## config.mk

```make
export PLATFORM = sky130hd
export DESIGN_NAME = ses_device_flat
export DESIGN_NICKNAME = d
export VERILOG_FILES = /design/src/ses_pkg.sv /design/src/ses_link_if.sv /design/src/ses_device.sv /design/src/ses_sync.sv /design/src/flat_wrapper.sv
export SDC_FILE = /design/constraint.sdc
export NUM_CORES = 1
export LEC_CHECK = 0
export BUFFER_PORTS_ARGS = -buffer_cell sky130_fd_sc_hd__buf_2
export CORE_AREA = 2 2 87 89
export CTS_CLUSTER_SIZE = 30
export DETAILED_ROUTE_END_ITERATION = 8
export DIE_AREA = 0 0 89 91
export PLACE_DENSITY = 0.53
export SLEW_MARGIN = 20
export SYNTH_ARGS = -nofsm -noshare
export SYNTH_HDL_FRONTEND = slang
export SYNTH_SLANG_ARGS = --single-unit
```

## constraint.sdc

```tcl
create_clock -name pclk -period 2 [get_ports pclk]
set_input_delay 0.2 -clock pclk [delete_from_list [all_inputs] [get_ports pclk]]
set_output_delay 0.2 -clock pclk [all_outputs]
set_load 0.02 [all_outputs]
```

## src/ses_pkg.sv

```systemverilog
// Shared constants for the serial EEPROM front end and its bus master
// Summary of operation
// RL1: Output bit changes after serial clock falls
// RL2: Input bits captured on serial clock rise
// RL3: Deselected: serial output stays released
// RL4: Deselected standby, unless write cycle running
// RL5: Select low means active power mode
// RL6: Select needs a falling edge after power-up
// RL7: Hold pauses transfer, sequence resumes later
// RL8: Hold releases output, ignores data, clock
// RL9: Hold only entered while device selected
// RL10: Write protect freezes the protect-range bits
// RL11: Master keeps write protect stable during frame
// RL12: Input shifted MSB first from first rise
// RL13: Output MSB first from next fall
// RL14: Clock modes 0 and 3 both supported
// RL15: Nothing decoded while power-on reset active
// RL16: Reset: deselected, standby, latch, busy cleared
// RL17: Reset keeps lock and range bits stored
// RL18: Hold starts only with clock low
// RL19: Deselect in hold resets protocol only
// RL20: Hold ends with clock low, resumes
// RL21: Deselect drops partial byte, counter restarts
package ses_pkg;

    // ==========================================================
    // Link and timing
    localparam int unsigned BYTE_W       = 8;
    localparam int unsigned CNT_W        = 3;
    localparam int unsigned SYNC_STAGES  = 2;
    localparam int unsigned CLK_PERIOD_NS = 100;
    localparam int unsigned SCK_PERIOD_NS = 800;
    localparam int unsigned HALF_CYC     = SCK_PERIOD_NS / (2 * CLK_PERIOD_NS);

    // ==========================================================
    // Master register map (byte addresses)
    localparam int unsigned ADDR_W   = 8;
    localparam logic [7:0] CTRL_OFF  = 8'h00;
    localparam logic [7:0] TX_OFF    = 8'h04;
    localparam logic [7:0] RX_OFF    = 8'h08;
    localparam logic [7:0] STAT_OFF  = 8'h0c;

    // Control field positions
    localparam int unsigned CTRL_SEL_BIT  = 0;
    localparam int unsigned CTRL_HOLD_BIT = 1;
    localparam int unsigned CTRL_WP_BIT   = 2;
    localparam int unsigned CTRL_CPOL_BIT = 3;

    // Status field positions
    localparam int unsigned STAT_BUSY_BIT = 0;
    localparam int unsigned STAT_HOLD_BIT = 1;

    // Reset values
    localparam logic [3:0] CTRL_RST = 4'h4;
    localparam logic [7:0] BYTE_RST = 8'h00;

endpackage : ses_pkg

```

## src/ses_link_if.sv

```systemverilog
// Serial link between the bus master and the EEPROM front end
`timescale 1ns/100ps
interface ses_link_if;
    logic sck;
    logic cs_n;
    logic mosi;
    logic hold_n;
    logic wp_n;
    logic miso_o;
    logic miso_oe_n;
    logic miso;

    // Released line reads high, as with a pull-up
    assign miso = miso_oe_n ? 1'b1 : miso_o;

    modport dev (
        input  sck,
        input  cs_n,
        input  mosi,
        input  hold_n,
        input  wp_n,
        output miso_o,
        output miso_oe_n
    );

    modport host (
        output sck,
        output cs_n,
        output mosi,
        output hold_n,
        output wp_n,
        input  miso
    );
endinterface : ses_link_if

```

## src/ses_device.sv

```systemverilog
// EEPROM serial front end: select, shifting, hold, protect bits, power mode
`timescale 1ns/100ps
module ses_device (
    input  wire logic       pclk,
    input  wire logic       presetn,
    ses_link_if.dev         link,
    input  wire logic       tx_en,
    input  wire logic [7:0] tx_data,
    input  wire logic       cycle_busy,
    input  wire logic       status_wr,
    input  wire logic [2:0] status_wr_data,
    input  wire logic [1:0] nv_protect,
    input  wire logic       nv_lock,
    output logic            selected,
    output logic            holding,
    output logic      [7:0] rx_byte,
    output logic            rx_strobe,
    output logic            rx_first,
    output logic            frame_end,
    output logic            frame_aligned,
    output logic            tx_req,
    output logic            power_active,
    output logic            protect_range_hi,
    output logic            protect_range_lo,
    output logic            status_lock_enable
);

    // ==========================================================
    // State
    typedef struct packed {
        logic                           armed;
        logic                           sel;
        logic                           holding;
        logic                           sck_prev;
        logic [ses_pkg::CNT_W-1:0]      bitcnt;
        logic [ses_pkg::BYTE_W-1:0]     rx_shift;
        logic [ses_pkg::BYTE_W-1:0]     rx_byte;
        logic                           rx_strobe;
        logic                           rx_first;
        logic                           first_pending;
        logic                           byte_seen;
        logic                           frame_end;
        logic                           frame_aligned;
        logic [ses_pkg::BYTE_W-1:0]     tx_shift;
        logic                           tx_req;
        logic                           miso;
        logic                           miso_oe_n;
        logic                           power_active;
        logic                           nv_loaded;
        logic                           prot_hi;
        logic                           prot_lo;
        logic                           lock;
    } ses_dev_state_t;

    ses_dev_state_t r_reg;
    ses_dev_state_t r_next;

    // ==========================================================
    // Pin synchronisation
    logic [4:0] pins_s;
    logic       sck_s;
    logic       cs_s;
    logic       mosi_s;
    logic       hold_s;
    logic       wp_s;
    logic       rise;
    logic       fall;

    ses_sync #(
        .W (5)
    ) u_sync (
        .pclk    (pclk),
        .presetn (presetn),
        .d       ({link.sck, link.cs_n, link.mosi, link.hold_n, link.wp_n}),
        .q       (pins_s)
    );

    assign {sck_s, cs_s, mosi_s, hold_s, wp_s} = pins_s;
    assign rise = sck_s & ~r_reg.sck_prev;
    assign fall = ~sck_s & r_reg.sck_prev;

    // ==========================================================
    // Next state
    always_comb begin
        r_next           = r_reg;
        r_next.rx_strobe = 1'b0;
        r_next.tx_req    = 1'b0;
        r_next.frame_end = 1'b0;
        r_next.sck_prev  = sck_s;

        // Stored range and lock bits are taken once after reset release
        if (!r_reg.nv_loaded) begin
            r_next.nv_loaded = 1'b1;                                       // [RL17]
            r_next.prot_hi   = nv_protect[1];                              // [RL17]
            r_next.prot_lo   = nv_protect[0];                              // [RL17]
            r_next.lock      = nv_lock;                                    // [RL17]
        end else if (status_wr && wp_s) begin
            // Write protect low blocks every status update of these bits
            r_next.lock    = status_wr_data[2];                            // [RL10]
            r_next.prot_hi = status_wr_data[1];                            // [RL10]
            r_next.prot_lo = status_wr_data[0];                            // [RL10]
        end

        // Arming needs select seen high, so a falling edge must follow
        if (cs_s) begin
            r_next.armed = 1'b1;                                           // [RL6]
        end

        if (cs_s) begin
            // Deselect: drop any partial byte and release the output
            if (r_reg.sel) begin
                r_next.frame_end     = 1'b1;
                r_next.frame_aligned = (r_reg.bitcnt == '0) && r_reg.byte_seen;
            end
            r_next.sel           = 1'b0;                                   // [RL3]
            r_next.holding       = 1'b0;                                   // [RL19]
            r_next.bitcnt        = '0;                                     // [RL21]
            r_next.rx_shift      = ses_pkg::BYTE_RST;                      // [RL21]
            r_next.byte_seen     = 1'b0;
            r_next.first_pending = 1'b1;
            r_next.miso_oe_n     = 1'b1;                                   // [RL3]
        end else if (r_reg.armed) begin
            r_next.sel = 1'b1;                                             // [RL6]
            // Hold changes are only honoured with the clock low
            if (!r_reg.holding && !hold_s && !sck_s) begin
                r_next.holding = 1'b1;                                     // [RL9] [RL18]
            end else if (r_reg.holding && hold_s && !sck_s) begin
                r_next.holding = 1'b0;                                     // [RL20]
            end

            // Edges are ignored in hold; counters stay put to resume later
            if (!r_reg.holding && !r_next.holding && rise) begin           // [RL7] [RL8]
                r_next.rx_shift = {r_reg.rx_shift[6:0], mosi_s};           // [RL2] [RL12]
                r_next.bitcnt   = r_reg.bitcnt + 1'b1;
                if (r_reg.bitcnt == 3'h7) begin
                    r_next.rx_byte       = {r_reg.rx_shift[6:0], mosi_s};  // [RL12]
                    r_next.rx_strobe     = 1'b1;
                    r_next.rx_first      = r_reg.first_pending;
                    r_next.first_pending = 1'b0;
                    r_next.byte_seen     = 1'b1;
                end
            end

            // Falling edges drive the output only once a read is decoded
            if (!r_reg.holding && !r_next.holding && fall && tx_en) begin  // [RL14]
                if (r_reg.bitcnt == '0) begin
                    r_next.miso     = tx_data[7];                          // [RL1] [RL13]
                    r_next.tx_shift = {tx_data[6:0], 1'b0};                // [RL13]
                    r_next.tx_req   = 1'b1;
                end else begin
                    r_next.miso     = r_reg.tx_shift[7];                   // [RL1]
                    r_next.tx_shift = {r_reg.tx_shift[6:0], 1'b0};
                end
            end

            r_next.miso_oe_n = r_next.holding;                             // [RL8]
        end

        // A running write cycle keeps the part out of standby
        r_next.power_active = r_next.sel | cycle_busy;                     // [RL4] [RL5]
    end

    // ==========================================================
    // State register; reset doubles as power-on reset
    always_ff @(posedge pclk or negedge presetn) begin
        if (!presetn) begin
            r_reg               <= '0;                                     // [RL15] [RL16]
            r_reg.miso_oe_n     <= 1'b1;                                   // [RL16]
            r_reg.first_pending <= 1'b1;
        end else begin
            r_reg <= r_next;
        end
    end

    // ==========================================================
    // Outputs
    assign link.miso_o         = r_reg.miso;
    assign link.miso_oe_n      = r_reg.miso_oe_n;
    assign selected            = r_reg.sel;
    assign holding             = r_reg.holding;
    assign rx_byte             = r_reg.rx_byte;
    assign rx_strobe           = r_reg.rx_strobe;
    assign rx_first            = r_reg.rx_first;
    assign frame_end           = r_reg.frame_end;
    assign frame_aligned       = r_reg.frame_aligned;
    assign tx_req              = r_reg.tx_req;
    assign power_active        = r_reg.power_active;
    assign protect_range_hi    = r_reg.prot_hi;
    assign protect_range_lo    = r_reg.prot_lo;
    assign status_lock_enable  = r_reg.lock;

endmodule : ses_device

```

## src/ses_sync.sv

```systemverilog
// Two-stage synchroniser for pin inputs
`timescale 1ns/100ps
module ses_sync #(
    parameter int unsigned W = 1
) (
    input  wire logic         pclk,
    input  wire logic         presetn,
    input  wire logic [W-1:0] d,
    output logic      [W-1:0] q
);
    logic [W-1:0] meta_reg;

    always_ff @(posedge pclk or negedge presetn) begin
        if (!presetn) begin
            meta_reg <= '0;
            q        <= '0;
        end else begin
            meta_reg <= d;
            q        <= meta_reg;
        end
    end
endmodule : ses_sync
```

## src/flat_wrapper.sv

```systemverilog
// flat-port wrapper written by rule: the top's interface ports become plain ports
module ses_device_flat 
  (pclk, presetn, tx_en, tx_data, cycle_busy, status_wr, status_wr_data, nv_protect, nv_lock, selected, holding, rx_byte, rx_strobe, rx_first, frame_end, frame_aligned, tx_req, power_active, protect_range_hi, protect_range_lo, status_lock_enable, link_sck, link_cs_n, link_mosi, link_hold_n, link_wp_n, link_miso_o, link_miso_oe_n);
  ses_link_if link_i ();
  input  wire logic pclk;
  input  wire logic presetn;
  input  wire logic tx_en;
  input  wire logic [7:0] tx_data;
  input  wire logic cycle_busy;
  input  wire logic status_wr;
  input  wire logic [2:0] status_wr_data;
  input  wire logic [1:0] nv_protect;
  input  wire logic nv_lock;
  output logic selected;
  output logic holding;
  output logic      [7:0] rx_byte;
  output logic rx_strobe;
  output logic rx_first;
  output logic frame_end;
  output logic frame_aligned;
  output logic tx_req;
  output logic power_active;
  output logic protect_range_hi;
  output logic protect_range_lo;
  output logic status_lock_enable;
  input wire logic [$bits(link_i.sck)-1:0] link_sck;
  input wire logic [$bits(link_i.cs_n)-1:0] link_cs_n;
  input wire logic [$bits(link_i.mosi)-1:0] link_mosi;
  input wire logic [$bits(link_i.hold_n)-1:0] link_hold_n;
  input wire logic [$bits(link_i.wp_n)-1:0] link_wp_n;
  output wire logic [$bits(link_i.miso_o)-1:0] link_miso_o;
  output wire logic [$bits(link_i.miso_oe_n)-1:0] link_miso_oe_n;
  assign link_i.sck = link_sck;
  assign link_i.cs_n = link_cs_n;
  assign link_i.mosi = link_mosi;
  assign link_i.hold_n = link_hold_n;
  assign link_i.wp_n = link_wp_n;
  assign link_miso_o = link_i.miso_o;
  assign link_miso_oe_n = link_i.miso_oe_n;
  ses_device u_core (.pclk(pclk), .presetn(presetn), .link(link_i), .tx_en(tx_en), .tx_data(tx_data), .cycle_busy(cycle_busy), .status_wr(status_wr), .status_wr_data(status_wr_data), .nv_protect(nv_protect), .nv_lock(nv_lock), .selected(selected), .holding(holding), .rx_byte(rx_byte), .rx_strobe(rx_strobe), .rx_first(rx_first), .frame_end(frame_end), .frame_aligned(frame_aligned), .tx_req(tx_req), .power_active(power_active), .protect_range_hi(protect_range_hi), .protect_range_lo(protect_range_lo), .status_lock_enable(status_lock_enable));
endmodule
```

==> impl_results.md, run 1 <==
- Synth Area in XOR/XNOR: 0%
- Area growth from synthesis to layout: 22.3%
- Postcts setup bufs: 0
- Net Sw Power: 475 uW
- Worst hold path class: primary input to register
- Yosys cell types: 26
- Sw Ratio: 23.3%
- RSZ-0062 raised after global routing: false
- Synth Area in Adders: 1.78%
- Outcome: finished clean
- Seq/Total Area, Yosys: 62.9%
- WS Path Type: register to register
- Fill cells: 768
- Period utilization: 85.7%
- Die W: 89 um
- Initial DRC Count: 23
- DRT antenna net count: 0
- Max cap viols: 0
- First-pass GRT wire length: 6120 um
- DR vias: 1,314
- Inserted Clock Buffers: 5
- IO Pins: 45
- Row count: 31
- Gr usage total: 9.87%
- TritonRoute pass-1 iters: 4
- Initial cell density of the core: 29.6%
- Layout cells sized above 1: 40.5%
- Post-Synth Simple-Gate Area: 10.5%
- Synthesized Nets: 193
- Number of diodes: 0
- CTS-repair resized insts: 0
- Avg Inst Size Synth: 12.7 um^2
- CP Data Arrival Time: 1910 ps
- Num Clock Sinks: 53
- # setup viols final: 0
- Final wirelength: 3650 um
- Die height: 91 um
- Die Area: 8100 um^2
- Hold Fails Final Rpt: 0
- Vias in the first global route: 1,302
- Slew @ Worst Pin: 538 ps
- Pint: 1560 uW
- Comb pwr share: 10.5%
- Clk buf depth: 2
- Tmin final: 1710 ps
- Ys Warns: 0
- Commonest non-fill, non-tap cell in the layout: dfrtp_1
- Clock power share: 31.8%
- Max transition margin: 64.1%
- CP Launch Type: register
- # port buffers: 44
- Mux cell area share after synthesis: 14.7%
- P_leak: 0.00128 uW
- Critical path data required time: 2190 ps
- Slew Viols, Final: 0
- Syn Inst Count: 166
- Final HPWL DP: 2520 um
- Pwr dens: 789 nW/um^2
- GPL Wtd Cong: 0.659
- Sequential share of power: 57.8%
- Most frequent cells in the layout: dfrtp_1 (51), buf_2 (44), mux2_2 (24)
- Total grt overflow: 0
- Post-Layout Inst Area: 2580 um^2
- Largest net degree at the start of global routing: 32
- Via density: 4.18
- Reg2Reg Setup Slack: 290 ps
- Skew final: 3.78 ps
- Post-synthesis register bit count: 53
- Core box area: 7140 um^2
- Clock Root Buffer: clkbuf_8
- Netlist Area Pre-Place: 2110 um^2
- Synth Area in Compound Gates: 4.86%
- WL/cell: 11.6 um
- Placement Cell Area: 2420 um^2
- CTS tree: yes
- Clock slew at reported path FFs: 90 ps
- Worst Setup End Kind: register
- Initial antenna violation count: 0
- Critical-path maximum fanout: 10
- FMAX: 0.583 GHz
- Fin nets: 241
- Main combinational cell family by area after synthesis: multiplexers
- Max IR drop VDD: 0.000442 V
- Clk_lat worst skew: 300 ps
- DRC Markers: 0
- Fin Setup TNS: 0 ps
- Max reg flops: 22
- H-tree levels: 2
[cells in the mapped netlist]
| library cell | number | share of area, % |
|---|---|---|
| and2b_1 | 1 | 0.36 |
| inv_1 | 6 | 1.1 |
| or4bb_1 | 1 | 0.53 |
| conb_1 | 1 | 0.18 |
| nand4b_1 | 1 | 0.41 |
| mux2i_1 | 4 | 1.9 |
| or2_2 | 2 | 0.59 |
| and4bb_2 | 1 | 0.59 |
| a211o_1 | 1 | 0.41 |
| nand3b_1 | 1 | 0.36 |
| nand2b_1 | 1 | 0.30 |
| a211oi_1 | 1 | 0.36 |
| dfrtp_1 | 51 | 60 |
| nor4b_4 | 1 | 1.1 |
| clkbuf_1 | 5 | 0.89 |
| nor2_1 | 9 | 1.6 |
| buf_2 | 1 | 0.24 |
| nor2b_1 | 2 | 0.59 |
| a21o_1 | 1 | 0.36 |
| nand2_1 | 23 | 4.1 |
| a21oi_1 | 14 | 3.3 |
| buf_4 | 8 | 2.8 |
| mux2_2 | 24 | 13 |
| ha_1 | 3 | 1.8 |
| a22o_1 | 1 | 0.41 |
| dfstp_2 | 2 | 2.5 |
[stage by stage]
step                      utilization (%)  instances  power (uW)  setup WS (ps)  hold WS [ps]
after floorplan                         -        166        1320            322         -95.6
after global placement               33.9        300        1410            316           211
after detailed placement             33.9        300        1410            261           217
after CTS                            36.2        314        2080            253          63.5
after global routing                 36.2        314        2150            157          79.1
final                                36.2        314        2040            285          83.2
[worst paths after layout]
path	from	to	depth (start not counted)
worst max-delay path	u_core.r_reg[38]	u_core.r_reg[15]	5
worst min-delay path	cycle_busy	u_core.power_active	2
worst max register to register	u_core.r_reg[38]	u_core.r_reg[15]	5
worst min register to register	u_core.u_sync.meta_reg[4]	u_core.u_sync.q[4]	0
max in group asynchronous	presetn	u_core.r_reg[19]	3
min in group asynchronous	presetn	u_core.status_lock_enable	2
[layout make-up]
class | count | area [um^2] | area share, %
clock buffers | 7 | 96.3 | 3.73
clock inverters | 1 | 5.00 | 0.194
inverters | 6 | 22.5 | 0.872
multi-input cells | 93 | 677 | 26.2
flip-flops and latches | 53 | 1330 | 51.4
well taps | 99 | 124 | 4.79
repair buffers | 55 | 330 | 12.8
[worst max-delay path, stage by stage (launching register included)]
cell and delay [ps]:
dfrtp_1 380, inv_1 60, ha_1 190, nand2b_1 320
mux2_2 380, mux2_2 260
[routing by layer]
layer  track usage, %  up-vias  share of wire [%]
met5                0        -                  0
met4             4.48        0                1.8
met3             3.27        9                6.3
met2             15.0       39                 46
met1             12.6      631                 46
li1                 -      635                  -
[cells by family after synthesis]
logic type	count (synthesis)
buffers and inverters	20
muxes	28
adders and majority gates	3
DFF	53
AOI/OAI and AO/OA	18
and+or+nand+nor	43
other	1
[power groups by stage]
stage	clock [uW]	sequential (uW)	combinational, uW
detailed placement	0	1200	211
CTS	684	1180	220
finish	647	1180	213
global placement	0	1200	206
global route	724	1190	239
floorplan	0	1210	104
[what timing repair did]
item | 4_1_cts | 5_1_grt
hold buffers | 6 | 0
hold endpoints to repair | 26 | 0
setup endpoints to repair | 0 | 0
No activity file was read; power rests on OpenSTA's default activity.
==> inputs of run 2 (changes only) <==
==> constraint.sdc (replaced) <==
create_clock -name pclk -period 2 [get_ports pclk]
set_input_delay 0.1 -clock pclk [delete_from_list [all_inputs] [get_ports pclk]]
set_output_delay 0.1 -clock pclk [all_outputs]
set_load 0.02 [all_outputs]
==> run 2 against run 1 <==
Die area is the same. Clock skew is essentially flat. Flip-flop and latch count is the same. Combinational power is essentially flat. Setup slack gained 1.3 ps. Clock power is essentially flat. Largest power group unchanged. Non-clock buffer count grew 1. First-iteration DRC count is the same. Cell count grew 0.32%. Count of clock-buffer cells in the layout is the same. Worst hold slack lost 45 ps. Global-route usage is essentially flat.
==> impl_results.md, run 2 (synthesis results as in run 1) <==
- Outcome: finished clean
- GRT met2 Usage: 15.0%
- Initial cell density of the core: 29.6%
- Die W: 89 um
- Clock slew at reported path FFs: 90 ps
- CTS-repair resized insts: 0
- Final wirelength: 3660 um
- R2R Path End: u_core.r_reg[15]
- Critical path data required time: 2190 ps
- WL/cell: 11.6 um
- Most frequent cells in the layout: dfrtp_1 (51), buf_2 (44), mux2_2 (24)
- Die height: 91 um
- Fill cells: 766
- Worst hold path class: primary input to register
- IO Pins: 45
- Slew @ Worst Pin: 538 ps
- Final HPWL DP: 2520 um
- Area growth from synthesis to layout: 22.8%
- Most Crowded Layer GR: met2
- Max reg flops: 22
- Postcts setup bufs: 0
- WHS: 37.9 ps
- Commonest non-fill, non-tap cell in the layout: dfrtp_1
- Inserted Clock Buffers: 5
- Critical-path maximum fanout: 10
- CP Launch Type: register
- Final setup margin: 286 ps
- First-pass GRT wire length: 6130 um
- # port buffers: 44
- Skew final: 3.65 ps
- Layout cells sized above 1: 40.3%
- Max cap viols: 0
- Core box area: 7140 um^2
- RR Startpoint: u_core.r_reg[38]
- GPL Wtd Cong: 0.659
- Reg2Reg Setup Slack: 290 ps
- Hold Crit Start: nv_protect[0]
- Cell count of the worst reg-to-reg path: 5
- Hold depth: 3
- Vias in the first global route: 1,308
- P_leak: 0.00128 uW
- DRC Markers: 0
- Tmin final: 1710 ps
- CTS tree: yes
- Initial DRC Count: 23
- Util after Layout: 36.3%
- Fin Setup TNS: 0 ps
- Critical Path Source: u_core.r_reg[38]
- Period utilization: 85.7%
- Via density: 4.17
- Pwr dens: 786 nW/um^2
- Worst Setup End Kind: register
- FMAX: 0.584 GHz
- Clock Root Buffer: clkbuf_8
- RSZ-0062 raised after global routing: false
- DR vias: 1,313
- DRT antenna net count: 0
- Number of diodes: 0
- Slew Viols, Final: 0
- Largest net degree at the start of global routing: 32
- Max IR drop VDD: 0.000443 V
- Row count: 31
- Met1 global-route usage: 12.6%
- Post-Layout Inst Area: 2590 um^2
- Placement Cell Area: 2420 um^2
- Hold Fails Final Rpt: 0
- TritonRoute pass-1 iters: 4
- Clk_lat worst skew: 300 ps
- Clk buf depth: 2
- WS Path Type: register to register
- Post-Place Setup Slack: 261 ps
- Gr usage total: 9.89%
- H-tree levels: 2
- Fin nets: 242
- Total grt overflow: 0
- CP Data Arrival Time: 1910 ps
- Num Clock Sinks: 53
- Max transition margin: 64.1%
- Met3 GRT Util: 3.27%
- Hold Path End: u_core.protect_range_lo
- # setup viols final: 0
- Die Area: 8100 um^2
- Initial antenna violation count: 0
==> run 2: changes by cell type in the layout (fill, tap and decap cells not counted), sizes merged <==
| cell | previous run | this run |
|---|---|---|
| dlygate4sd3 | 6 | 7 |
==> run 2: area by class of cell <==
cell class | count | area [um^2] | share of cell area, %
multi-input cells | 93 | 677 | 26.1
repair buffers | 56 | 340 | 13.1
flip-flops and latches | 53 | 1330 | 51.2
well taps | 99 | 124 | 4.78
clock buffers | 7 | 96.3 | 3.71
inverters | 6 | 22.5 | 0.868
clock inverters | 1 | 5.00 | 0.193
==> run 2: layer usage <==
layer	vias to the layer above	wire length, um
met5	-	0
met4	0	67
met3	9	226
met2	39	1680
met1	628	1690
li1	637	-
==> run 2: timing repair <==
| item | CTS | global route |
|---|---|---|
| hold endpoints to repair | 27 | 0 |
| hold buffers | 7 | 0 |
| endpoints found under the setup margin | 0 | 0 |
==> run 2: stage by stage <==
| step | cells | power, uW |
|---|---|---|
| after detailed placement | 300 | 1410 |
| after CTS | 315 | 2080 |
| after floorplan | 166 | 1320 |
| after global routing | 315 | 2150 |
| final | 315 | 2040 |
| after global placement | 300 | 1410 |
==> run 2: critical path: stages (launching register included) <==
cell and delay (ps):
dfrtp_1 380, inv_1 60, ha_1 190, nand2b_1 320, mux2_2 380, mux2_2 260
==> run 2: report_power, final <==
part	total (uW)	switching, uW	internal [uW]
combinational	215	105	110
clock	647	334	313
sequential	1180	36.6	1140
total	2040	476	1560
==> run 2: worst max-delay path by stage <==
stage / endpoint / cells past startpoint
final: u_core.r_reg[15] / 5
after detailed placement: u_core.r_reg[10] / 5
after CTS: u_core.r_reg[15] / 5
after global placement: u_core.link.miso_o / 5
after floorplan: u_core.link.miso_o / 6
after global routing: u_core.r_reg[10] / 5
==> inputs of run 3 (changes only) <==
Settings changed: ABC_AREA set to 1, CORE_AREA 2 2 87 89 to 2 2 89 91, DIE_AREA 0 0 89 91 to 0 0 91 93, PLACE_DENSITY 0.53 to 0.52, SYNTH_HIERARCHICAL set to 1.
==> run 3 against run 2 <==
Clock power is 17% higher. Flip-flop and latch count stayed put. Count of clock-buffer cells in the layout decreased by 1. Synthesized cell count grew 41%. Area after synthesis increased by 3.3%. Sequential power about the same. First-iteration DRC count rose to 3.1 times the previous value. Setup slack better by 220 ps. Worst hold slack improved by 49 ps. Critical path depth increased by 1. Register-to-register slack better by 220 ps. Global-route usage is 0.62 points higher. Critical endpoint is now u_core/r_reg[19].
==> impl_results.md, run 3 <==
- Die W: 91 um
- Ys Warns: 6
- Commonest non-fill, non-tap cell in the layout: nand2_1
- Hold Fails Final Rpt: 0
- Clock slew at reported path FFs: 90 ps
- CTS tree: yes
- FMAX: 0.669 GHz
- Synth area leaders: dfrtp_1 (58%), nand2_1 (16%), nand3_1 (4.1%)
- Vias in the first global route: 1,562
- Initial antenna violation count: 0
- WP buf/inv: 3
- Seq/Total Area, Yosys: 60.9%
- Critical-path maximum fanout: 15
- Syn Inst Count: 234
- Slew @ Worst Pin: 539 ps
- Largest net degree at the start of global routing: 31
- Final HPWL DP: 2980 um
- TritonRoute pass-1 iters: 4
- DRC Markers: 0
- Cell count after placement: 368
- Worst hold path class: primary input to register
- Initial DRC Count: 71
- Die height: 93 um
- Skew final: 6.27 ps
- Slowest CP cell: dfrtp_1
- Post-synth EDFFs: 0
- Synth area leader: dfrtp_1
- Area growth from synthesis to layout: 21.3%
- Layout cells sized above 1: 23.8%
- CP top delay family: buffers and inverters
- Mux cell area share after synthesis: 0%
- Number of diodes: 0
- Most frequent cells in the layout: nand2_1 (93), dfrtp_1 (51), buf_2 (44)
- Main combinational cell family by area after synthesis: simple AND/OR/NAND/NOR gates
- Placement Cell Area: 2460 um^2
- Inserted Clock Buffers: 5
- RSZ-0062 raised after global routing: false
- CP Data Arrival Time: 1740 ps
- CP Launch Type: register
- Final setup margin: 504 ps
- Post-Synth Simple-Gate Area: 28.1%
- Yosys cell types: 25
- Worst Setup End Kind: register
- Outcome: finished clean
- Pwr dens: 815 nW/um^2
- WHS: 86.7 ps
- Synthesized Nets: 261
- Critical path data required time: 2240 ps
- Avg Inst Size Synth: 9.33 um^2
- Netlist Area Pre-Place: 2180 um^2
- Most common cell in the netlist: nand2_1
- Max transition margin: 64.1%
- DR vias: 1,594
- Gr usage total: 10.5%
- Synth top area share: 58.5%
- # setup viols final: 0
- Post-synthesis register bit count: 53
- Tmin final: 1500 ps
- Period utilization: 74.8%
- Worst path max stage delay: 410 ps
- Via density: 4.16
- Clock Root Buffer: clkbuf_8
- Total grt overflow: 0
- Top_reg_cell synth: dfrtp_1
- Num Clock Sinks: 53
- GPL Wtd Cong: 0.728
- Crit path cell chain: inv_2, nand2_2, inv_2, nand3_2, inv_1, nor2_1
- DRT antenna net count: 0
- CTS-repair resized insts: 0
- Max reg flops: 22
- Die Area: 8460 um^2
- Max IR drop VDD: 0.000271 V
- Synth Area in Compound Gates: 2.12%
- Post-Place Setup Slack: 521 ps
- Synth Area in XOR/XNOR: 0%
- Slew Viols, Final: 0
- Clk buf depth: 2
- H-tree levels: 2
- # port buffers: 44
- Final non-filler cell total: 383
- Clk_lat worst skew: 300 ps
- Synth cell count leaders: nand2_1 (93), dfrtp_1 (51), nand3_1 (18), inv_1 (11)
- Initial cell density of the core: 29.0%
- Postcts setup bufs: 0
- Synth Area in Adders: 1.72%
- Post-Layout Inst Area: 2650 um^2
- Final wirelength: 4180 um
- Row count: 32
- Core box area: 7530 um^2
- Max cap viols: 0
- WS Path Type: register to register
- Fin Setup TNS: 0 ps
- IO Pins: 45
- Ys async rst share: 100%
- WL/cell: 10.9 um
- Fin nets: 307
- P_leak: 0.00145 uW
- First-pass GRT wire length: 7220 um
- Most used cell, CP: inv_2
-- run 3: metal layers --
| metal | part of all wire (%) | GRT usage [%] |
|---|---|---|
| met1 | 53 | 14.9 |
| met3 | 5.1 | 3.22 |
| met4 | 1.4 | 3.41 |
| met5 | 0 | 0 |
| met2 | 41 | 15.4 |
-- run 3: final timing paths --
| path | startpoint | to | slack (ps) | cells past startpoint |
|---|---|---|---|---|
| setup / recovery | u_core/u_sync/q[3] | u_core/r_reg[19] | 500 | 6 |
| hold / removal | tx_data[0] | u_core/r_reg[9] | 90 | 5 |
| setup reg to reg | u_core/u_sync/q[3] | u_core/r_reg[19] | 500 | 6 |
| hold reg to reg | u_core/u_sync/meta_reg[4] | u_core/u_sync/q[4] | 360 | 0 |
| max in group asynchronous | presetn | u_core/r_reg[12] | 1150 | 3 |
| min in group asynchronous | presetn | u_core/rx_byte[0] | 310 | 2 |
-- run 3: cell type report --
cell class	instances	area, um^2
repair buffers	53	318
clock buffers	6	82.6
well taps	102	128
multi-input cells	153	701
fillers	821	4880
clock inverters	2	37.5
flip-flops and latches	53	1330
inverters	14	52.6
-- run 3: what timing repair did --
| item | in CTS | in global routing |
|---|---|---|
| hold buffers | 7 | 0 |
| hold endpoints to repair | 27 | 0 |
| endpoints found under the setup margin | 0 | 0 |
-- run 3: worst min-delay path, cell delays in order --
cell,delay [ps]
buf_2,90
inv_1,40
nor2_1,30
nand2_1,50
nand2_1,40
-- run 3: report_power, final --
part           leakage (uW)  internal (uW)  switching (uW)
sequential         0.000678           1140            36.2
combinational      0.000716           88.2             142
clock             0.0000574            407             347
total               0.00145           1630             525
-- run 3: stage by stage --
| stage | power, uW | util [%] |
|---|---|---|
| 4_1_cts | 2200 | 35.2 |
| 2_1_floorplan | 1330 | - |
| 6_report | 2160 | 35.2 |
| 3_3_place_gp | 1420 | 32.6 |
| 5_1_grt | 2280 | 35.2 |
| 3_5_place_dp | 1420 | 32.6 |
-- run 3: cell families after synthesis --
| group | after synthesis |
|---|---|
| AOI/OAI and AO/OA | 9 |
| adders and majority gates | 3 |
| buffers and inverters | 28 |
| DFF | 53 |
| other | 1 |
| and+or+nand+nor | 140 |
